$ cat src/design/ehm_pkg.sv
// Shared constants, types and register map of the error history memory.
`default_nettype none
package ehm_pkg;
  localparam int EHM_DEPTH = 10;
  localparam int EHM_PTR_W = 4;
  localparam logic [15:0] EHM_CMD_ACTIVE = 16'h0001;
  localparam logic [15:0] EHM_NO_ENTRY = 16'h0000;
  localparam logic [2:0] EHM_PHASE_FIRST = 3'h2;
  localparam logic [2:0] EHM_PHASE_LAST = 3'h4;

  // Parameter addresses on the parameter port.
  localparam logic [15:0] EHM_ADDR_CLEAR = 16'h3B08;
  localparam logic [15:0] EHM_ADDR_REWIND = 16'h3B0A;
  localparam logic [15:0] EHM_ADDR_CODE = 16'h3C02;
  localparam logic [15:0] EHM_ADDR_CLASS = 16'h3C04;
  localparam logic [15:0] EHM_ADDR_QUAL = 16'h3C08;
  localparam logic [15:0] EHM_ADDR_TIME = 16'h3C0A;
  localparam logic [15:0] EHM_ADDR_MOTOR_I = 16'h3C12;
  localparam logic [15:0] EHM_ADDR_T_PROD = 16'h3C14;
  localparam logic [15:0] EHM_ADDR_T_STAGE = 16'h3C16;
  localparam logic [15:0] EHM_ADDR_VDC = 16'h3C18;
  localparam logic [15:0] EHM_ADDR_VEL = 16'h3C1A;
  localparam logic [15:0] EHM_ADDR_EN_CNT = 16'h3C1C;
  localparam logic [15:0] EHM_ADDR_EN_TIME = 16'h3C1E;
  localparam logic [15:0] EHM_ADDR_PWR_ON = 16'h3C20;
  localparam logic [15:0] EHM_ADDR_CLASS1 = 16'h3C30;
  localparam logic [15:0] EHM_ADDR_CLASS2 = 16'h3C32;

  // Error class encoding: 0 is a warning without response, 1 to 4 the classes.
  typedef enum logic [2:0] {
    EHM_CLS_WARN = 3'h0,
    EHM_CLS_1 = 3'h1,
    EHM_CLS_2 = 3'h2,
    EHM_CLS_3 = 3'h3,
    EHM_CLS_4 = 3'h4
  } ehm_class_e;

  // One snapshot of drive quantities at error detection.
  typedef struct packed {
    ehm_class_e err_class;
    logic [15:0] err_code;
    logic [15:0] motor_current;
    logic [31:0] power_on_count;
    logic [15:0] add_info;
    logic [15:0] temp_product;
    logic [15:0] temp_stage;
    logic [31:0] detect_time;
    logic [15:0] dc_bus_voltage;
    logic [31:0] velocity;
    logic [15:0] enable_count;
    logic [31:0] time_since_enable;
  } ehm_entry_s;

  typedef ehm_entry_s [EHM_DEPTH-1:0] ehm_hist_t;

  // One parameter access from the fieldbus side.
  typedef struct packed {
    logic rd;
    logic wr;
    logic [15:0] addr;
    logic [15:0] wdata;
  } ehm_req_s;

  typedef enum logic [1:0] {
    EHM_OP_RUN,
    EHM_OP_QSTOP,
    EHM_OP_FAULT
  } ehm_op_e;
endpackage : ehm_pkg
`default_nettype wire

$ cat src/design/ehm_store.sv
// History storage: ten snapshots, oldest at index zero, shift-out when full.
`default_nettype none
module ehm_store #(
  parameter int DEPTH = ehm_pkg::EHM_DEPTH
) (
  input wire logic clk_i,
  input wire logic capture_i,
  input wire ehm_pkg::ehm_entry_s snap_i,
  input wire logic clear_i,
  output ehm_pkg::ehm_hist_t hist_o,
  output logic [ehm_pkg::EHM_PTR_W-1:0] count_o
);
  import ehm_pkg::*;

  typedef struct packed {
    ehm_hist_t hist;
    logic [EHM_PTR_W-1:0] count;
  } ehm_store_s;

  ehm_store_s st_r;
  ehm_store_s st_nxt;

  // Clear runs first so a capture in the same cycle lands in an empty memory.
  always_comb begin
    st_nxt = st_r;
    if (clear_i) begin
      st_nxt.count = '0;
    end
    if (capture_i) begin
      if (st_nxt.count == EHM_PTR_W'(DEPTH)) begin
        for (int i = 0; i < DEPTH - 1; i++) begin
          st_nxt.hist[i] = st_nxt.hist[i+1];
        end
        st_nxt.hist[DEPTH-1] = snap_i;
      end else begin
        st_nxt.hist[st_nxt.count] = snap_i;
        st_nxt.count = st_nxt.count + 1'b1;
      end
    end
  end

  // No reset on purpose: the history must survive a reset like a power cycle.
  always_ff @(posedge clk_i) begin
    st_r <= st_nxt;
  end

  assign hist_o = st_r.hist;
  assign count_o = st_r.count;
endmodule : ehm_store
`default_nettype wire

$ cat src/design/ehm_top.sv
// Error history memory with parameter port, read pointer and diagnostic words.
`default_nettype none
module ehm_top #(
  parameter int DEPTH = ehm_pkg::EHM_DEPTH
) (
  input wire logic clk_i,
  input wire logic nrst_i,
  input wire ehm_pkg::ehm_req_s req_i,
  output logic [31:0] rdata_o,
  output logic rvalid_o,
  input wire logic [2:0] comm_phase_i,
  input wire logic err_detect_i,
  input wire ehm_pkg::ehm_entry_s err_snap_i,
  input wire logic [15:0] class1_diag_word_i,
  input wire logic [15:0] class2_diag_word_i,
  input wire logic qstop_done_i,
  input wire logic fault_reset_i,
  output logic quick_stop_o,
  output logic fault_o
);
  import ehm_pkg::*;

  typedef struct packed {
    logic [EHM_PTR_W-1:0] ptr;
    ehm_entry_s buffer;
    logic [31:0] rdata;
    logic rvalid;
    logic clear_busy;
    ehm_op_e op;
  } ehm_state_s;

  ehm_state_s st_r;
  ehm_state_s st_nxt;
  ehm_hist_t hist;
  logic [EHM_PTR_W-1:0] count;
  logic phase_ok;
  logic clear_cmd;
  logic rewind_cmd;
  logic code_read;
  logic have_entry;

  // Commands only count in the phases where the master may change parameters.
  assign phase_ok = (comm_phase_i >= EHM_PHASE_FIRST) && (comm_phase_i <= EHM_PHASE_LAST);
  assign clear_cmd = req_i.wr && phase_ok && (req_i.addr == EHM_ADDR_CLEAR)
                     && (req_i.wdata == EHM_CMD_ACTIVE);
  assign rewind_cmd = req_i.wr && phase_ok && (req_i.addr == EHM_ADDR_REWIND)
                      && (req_i.wdata == EHM_CMD_ACTIVE);
  assign code_read = req_i.rd && (req_i.addr == EHM_ADDR_CODE);
  assign have_entry = st_r.ptr < count;

  ehm_store #(
    .DEPTH(DEPTH)
  ) u_store (
    .clk_i(clk_i),
    .capture_i(err_detect_i),
    .snap_i(err_snap_i),
    .clear_i(clear_cmd),
    .hist_o(hist),
    .count_o(count)
  );

  // Pointer, entry buffer, read data and drive operating state.
  always_comb begin
    st_nxt = st_r;
    st_nxt.rvalid = req_i.rd;
    st_nxt.rdata = '0;
    st_nxt.clear_busy = clear_cmd;
    if (rewind_cmd || clear_cmd) begin
      st_nxt.ptr = '0;
    end
    // One access per cycle, so a read never meets a command write in the same cycle.
    if (req_i.rd) begin
      unique case (req_i.addr)
        EHM_ADDR_CODE: begin
          if (have_entry) begin
            st_nxt.buffer = hist[st_r.ptr];
            st_nxt.rdata = {16'h0000, hist[st_r.ptr].err_code};
            st_nxt.ptr = st_r.ptr + 1'b1;
          end else begin
            // The pointer parks past the newest entry, so later reads keep answering zero.
            st_nxt.buffer = '0;
            st_nxt.rdata = {16'h0000, EHM_NO_ENTRY};
          end
        end
        EHM_ADDR_CLEAR: st_nxt.rdata = {31'h0, st_r.clear_busy};
        EHM_ADDR_CLASS: st_nxt.rdata = {29'h0, st_r.buffer.err_class};
        EHM_ADDR_QUAL: st_nxt.rdata = {16'h0000, st_r.buffer.add_info};
        EHM_ADDR_TIME: st_nxt.rdata = st_r.buffer.detect_time;
        EHM_ADDR_MOTOR_I: st_nxt.rdata = {16'h0000, st_r.buffer.motor_current};
        EHM_ADDR_T_PROD: st_nxt.rdata = {16'h0000, st_r.buffer.temp_product};
        EHM_ADDR_T_STAGE: st_nxt.rdata = {16'h0000, st_r.buffer.temp_stage};
        EHM_ADDR_VDC: st_nxt.rdata = {16'h0000, st_r.buffer.dc_bus_voltage};
        EHM_ADDR_VEL: st_nxt.rdata = st_r.buffer.velocity;
        EHM_ADDR_EN_CNT: st_nxt.rdata = {16'h0000, st_r.buffer.enable_count};
        EHM_ADDR_EN_TIME: st_nxt.rdata = st_r.buffer.time_since_enable;
        EHM_ADDR_PWR_ON: st_nxt.rdata = st_r.buffer.power_on_count;
        EHM_ADDR_CLASS1: st_nxt.rdata = {16'h0000, class1_diag_word_i};
        EHM_ADDR_CLASS2: st_nxt.rdata = {16'h0000, class2_diag_word_i};
        default: st_nxt.rdata = '0;
      endcase
    end
    // A class 1 error always drives the axis through quick stop into Fault.
    unique case (st_r.op)
      EHM_OP_RUN: begin
        if (class1_diag_word_i != 16'h0000) begin
          st_nxt.op = EHM_OP_QSTOP;
        end
      end
      EHM_OP_QSTOP: begin
        if (qstop_done_i) begin
          st_nxt.op = EHM_OP_FAULT;
        end
      end
      EHM_OP_FAULT: begin
        if (fault_reset_i && (class1_diag_word_i == 16'h0000)) begin
          st_nxt.op = EHM_OP_RUN;
        end
      end
      default: st_nxt.op = EHM_OP_FAULT;
    endcase
  end

  // Reset clears pointer, entry buffer, read data and drive state; the history itself lives on in the store.
  always_ff @(posedge clk_i) begin
    if (!nrst_i) begin
      st_r <= '0;
    end else begin
      st_r <= st_nxt;
    end
  end

  assign rdata_o = st_r.rdata;
  assign rvalid_o = st_r.rvalid;
  assign quick_stop_o = (st_r.op == EHM_OP_QSTOP);
  assign fault_o = (st_r.op == EHM_OP_FAULT);
endmodule : ehm_top
`default_nettype wire

$ cat config.mk
export PLATFORM = sky130hd
export DESIGN_NAME = ehm_top
export DESIGN_NICKNAME = d
export VERILOG_FILES = /design/src/design/ehm_pkg.sv /design/src/design/ehm_store.sv /design/src/design/ehm_top.sv
export SDC_FILE = /design/constraint.sdc
export NUM_CORES = 2
export LEC_CHECK = 0
export BUFFER_PORTS_ARGS = -buffer_cell sky130_fd_sc_hd__buf_2
export CAP_MARGIN = 5
export CORE_MARGIN = 5
export CORE_UTILIZATION = 24
export CTS_CLUSTER_DIAMETER = 100
export DETAILED_ROUTE_END_ITERATION = 16
export GPL_TIMING_DRIVEN = 0
export PLACE_DENSITY = 0.46
export SLEW_MARGIN = 20
export SYNTH_ARGS = -nofsm -noshare
export SYNTH_HDL_FRONTEND = slang
export SYNTH_SLANG_ARGS = --single-unit
$ cat constraint.sdc
create_clock -name clk_i -period 58.2 [get_ports clk_i]
set_clock_uncertainty 0.1 [all_clocks]
set_input_delay 2.91 -clock clk_i [delete_from_list [all_inputs] [get_ports clk_i]]
set_output_delay 2.91 -clock clk_i [all_outputs]
set_load 0.01 [all_outputs]
==> metrics.md <==
| Metric | Value |
|---|---|
| Share of layout cells above drive strength 1 | 0.195 |
| Mapped cell area | 0.128 sq mm |
| DIE WIDTH | 739 microns |
| Crit Path Category | input pin to flop |
| CTS buffer count | between 300 and 400 |
| Fmax | approximately 110 MHz |
| DRC | 0 |
| Final WS setup | between 40 and 50 ns |
| Tot GR Track Use | 0.198 |
| RSZ-0062 raised after global routing | false |
| Initial drt markers | between 10000 and 15000 |
| Final wirelength | around 570 mm |
| Row count | between 200 and 300 |
| Synth top area share | 0.572 |
| Fin crit share | 0.153 |
| Met2 usage | 0.303 |
| Pre-CTS WS | slightly below 50 ns |
| Initial antenna violation count | 180 |
| Yosys reg bits | 2701 |
| Pwr dens | around 43 mW/mm^2 |
| Vias in the first global route | roughly 90000 |
| Initial DRT Pass Iterations | 6 |
| DR WL/cell | 33.8 microns |
| Starting Density | 0.241 |
| Clk sinks | ~2700 |
| Crit path cell chain | buf_2 > or4_4 > nor4_4 > or4b_1 > buf_2 > nand2_1 > ha_1 > o21a_1 > clkbuf_2 > buf_16 > clkbuf_1 > buf_2 > a21o_4 > buf_16 > buf_16 > buf_16 |
| Final HPWL DP | between 400 and 500 mm |
| Largest net degree at the start of global routing | 46 |
| Crit-path max cell delay | between 0.7 and 0.8 ns |
| Worst-Skew Late Latency | between 0.9 and 1 ns |
| Final setup vio count | 0 |
| Vias post-DR | approximately 91000 |
| Placer's final routability congestion estimate | between 0.9 and 1 |
| TritonCTS clock tree | done |
| Clk slew on worst S/H paths | roughly 0.060 ns |
| Clock Root Buffer | clkbuf_16 |
| Post-CTS Setup Inserts | 0 |
| Worst Tran Pin Value | between 1 and 1.5 ns |
| Worst Path Max Fanout | 35 |
| Type of origin of the critical path | input pin |
| Fin. Hold Viols | 0 |
| Status | complete, no violations |
| # Max-Cap Violations | 0 |
| Net Count, Synth | a little over 9000 |
| Cell mode on critical path | buf_16 |
| Grt ovf | 0 |
| Most frequent cells in the layout | edfxtp_1 (2430), a22o_1 (2189), clkbuf_1 (494) |
| CTS Buffer Depth | 4 |
| Slowest cell on crit path | nor4_4 |
| H-tree depth | 5 |
| Hold WC Path Type | flop to flop |
| Die Ht | around 740 microns |
| Antenna-violating nets left | 0 |
| Final nets | 9735 |
| Area grow syn2layout | 18.6% |
| Final min period | 8.92 ns |
| Syn_area_per_cell | ~14 sq um |
| # IOs | 352 |
| Top_reg_cell synth | edfxtp_1 |
| Ys Warns | 0 |
| Pleak | 49.5 nW |
| Via/cell ratio | roughly 5.5 |
| Hold buffers post-CTS | 0 |
| Slew Limit Headroom | 0.131 |
| I/O Buffers | about 110 |
| Core ar. | 0.529 sq mm |
| Crit path arrival time | around 9.4 ns |
| Largest cells by area after synthesis | edfxtp_1 (57%), a22o_1 (15%), mux4_2 (8.3%) |
| Post-synthesis cell count | between 8000 and 9000 |
| Post-synth cell types | 59 |
| FFs w/ async S/R, synth | 0 |
| Post-synthesis sequential area ratio | 0.615 |
| Synth area leader | edfxtp_1 |
| Met1 Use GR | 0.254 |
| Met3 global-route usage | 0.0584 |
| Leading cell type in the layout, fill and taps excluded | edfxtp_1 |
| Critical path data required time | slightly below 60 ns |
| Die area | approximately 0.55 sq mm |
| Crit end category | flop |
| Setup TNS | 0 ns |
| Pins Over Slew Limit | 0 |
| Cts repair resizes | 0 |
| Fillers | between 50000 and 60000 |
| Grt peak-use layer | met2 |
| Post-synth EDFFs | around 2400 |
| First-pass GRT wire length | 768 mm |
| Worst VDD drop | ~0.000033 V |
-- final cells by class --
type                       count  area, sq um  area share
sequential                  2701        78400       0.518
multi-input combinational   4947        44400       0.293
clock buffer                 435         8880      0.0587
tap                         6994         8750      0.0578
buffer                      1141         4950      0.0327
timing repair buffer         292         4500      0.0297
clock inverter               124         1200     0.00793
antenna                       70          175     0.00116
inverter                      11         41.3    0.000273
-- Yosys cell counts (all sizes together) (36+ instances only) --
| master | instances |
|---|---|
| a22o | 2189 |
| a21oi | 229 |
| dfxtp | 271 |
| a22oi | 275 |
| mux2 | 241 |
| nand2 | 288 |
| o21ai | 232 |
| a222oi | 36 |
| mux4 | 472 |
| and2 | 472 |
| nor2 | 256 |
| buf | 674 |
| clkbuf | 467 |
| edfxtp | 2430 |
-- layer usage --
metal,wire length [microns],vias to the layer above
li1,-,37100
met1,226000,48300
met2,253000,5115
met3,56500,918
met4,28800,88
met5,543,-
-- power breakdown --
part	leakage (nW)	switching, W	internal (W)
Combinational	19.6	0.00106	0.000628
Clock	4.92	0.000860	0.00114
Sequential	24.9	0.000153	0.00263
-- final timing paths --
path                                          from                   to  slack, ns  cells past startpoint
worst max register to register  u_store.count_o[0]  u_store.hist_o[301]      53.03                     12
worst max-delay path                     req_i[21]  u_store.hist_o[301]      49.28                     16
worst min register to register           st_r[112]            st_r[112]       0.35                      2
worst min-delay path                     st_r[112]            st_r[112]       0.35                      2
-- critical path, delay by kind of cell --
family | cells | cell delay, ns
compound gates | 2 | 0.79
fa+ha+maj | 1 | 0.23
buf+inv | 9 | 3.02
simple gates | 4 | 2.14
-- sequential cells by signal, indices dropped and copies added, names as in the netlist --
register         flops
rdata_o             32
rvalid_o             1
st_r               234
u_store.count_o      4
u_store.hist_o    2430
-- kinds of logic after synthesis --
family                     count (synthesis)  share of synthesized area
xor gates and xnor gates                   3                   0.000206
adders and majority gates                  8                   0.000785
muxes                                    747                      0.107
buffers and inverters                   1152                     0.0383
DFF                                     2701                      0.615
and+or+nand+nor                         1124                     0.0453
AOI/OAI and AO/OA                       3065                      0.194
-- stage by stage --
step / hold WS, ns / area (sq um) / power (W) / cells / util
final: 0.351 / 151000 / 0.00647 / 16700 / 0.286
after floorplan: 0.327 / 128000 / 0.00380 / 8800 / -
after CTS: 0.351 / 151000 / 0.00648 / 16600 / 0.286
after global placement: 0.348 / 137000 / 0.00459 / 15900 / 0.259
after global routing: 0.362 / 151000 / 0.00666 / 16700 / 0.286
after detailed placement: 0.345 / 141000 / 0.00448 / 16100 / 0.267
Note: power is estimated with default switching activity, not from simulation.
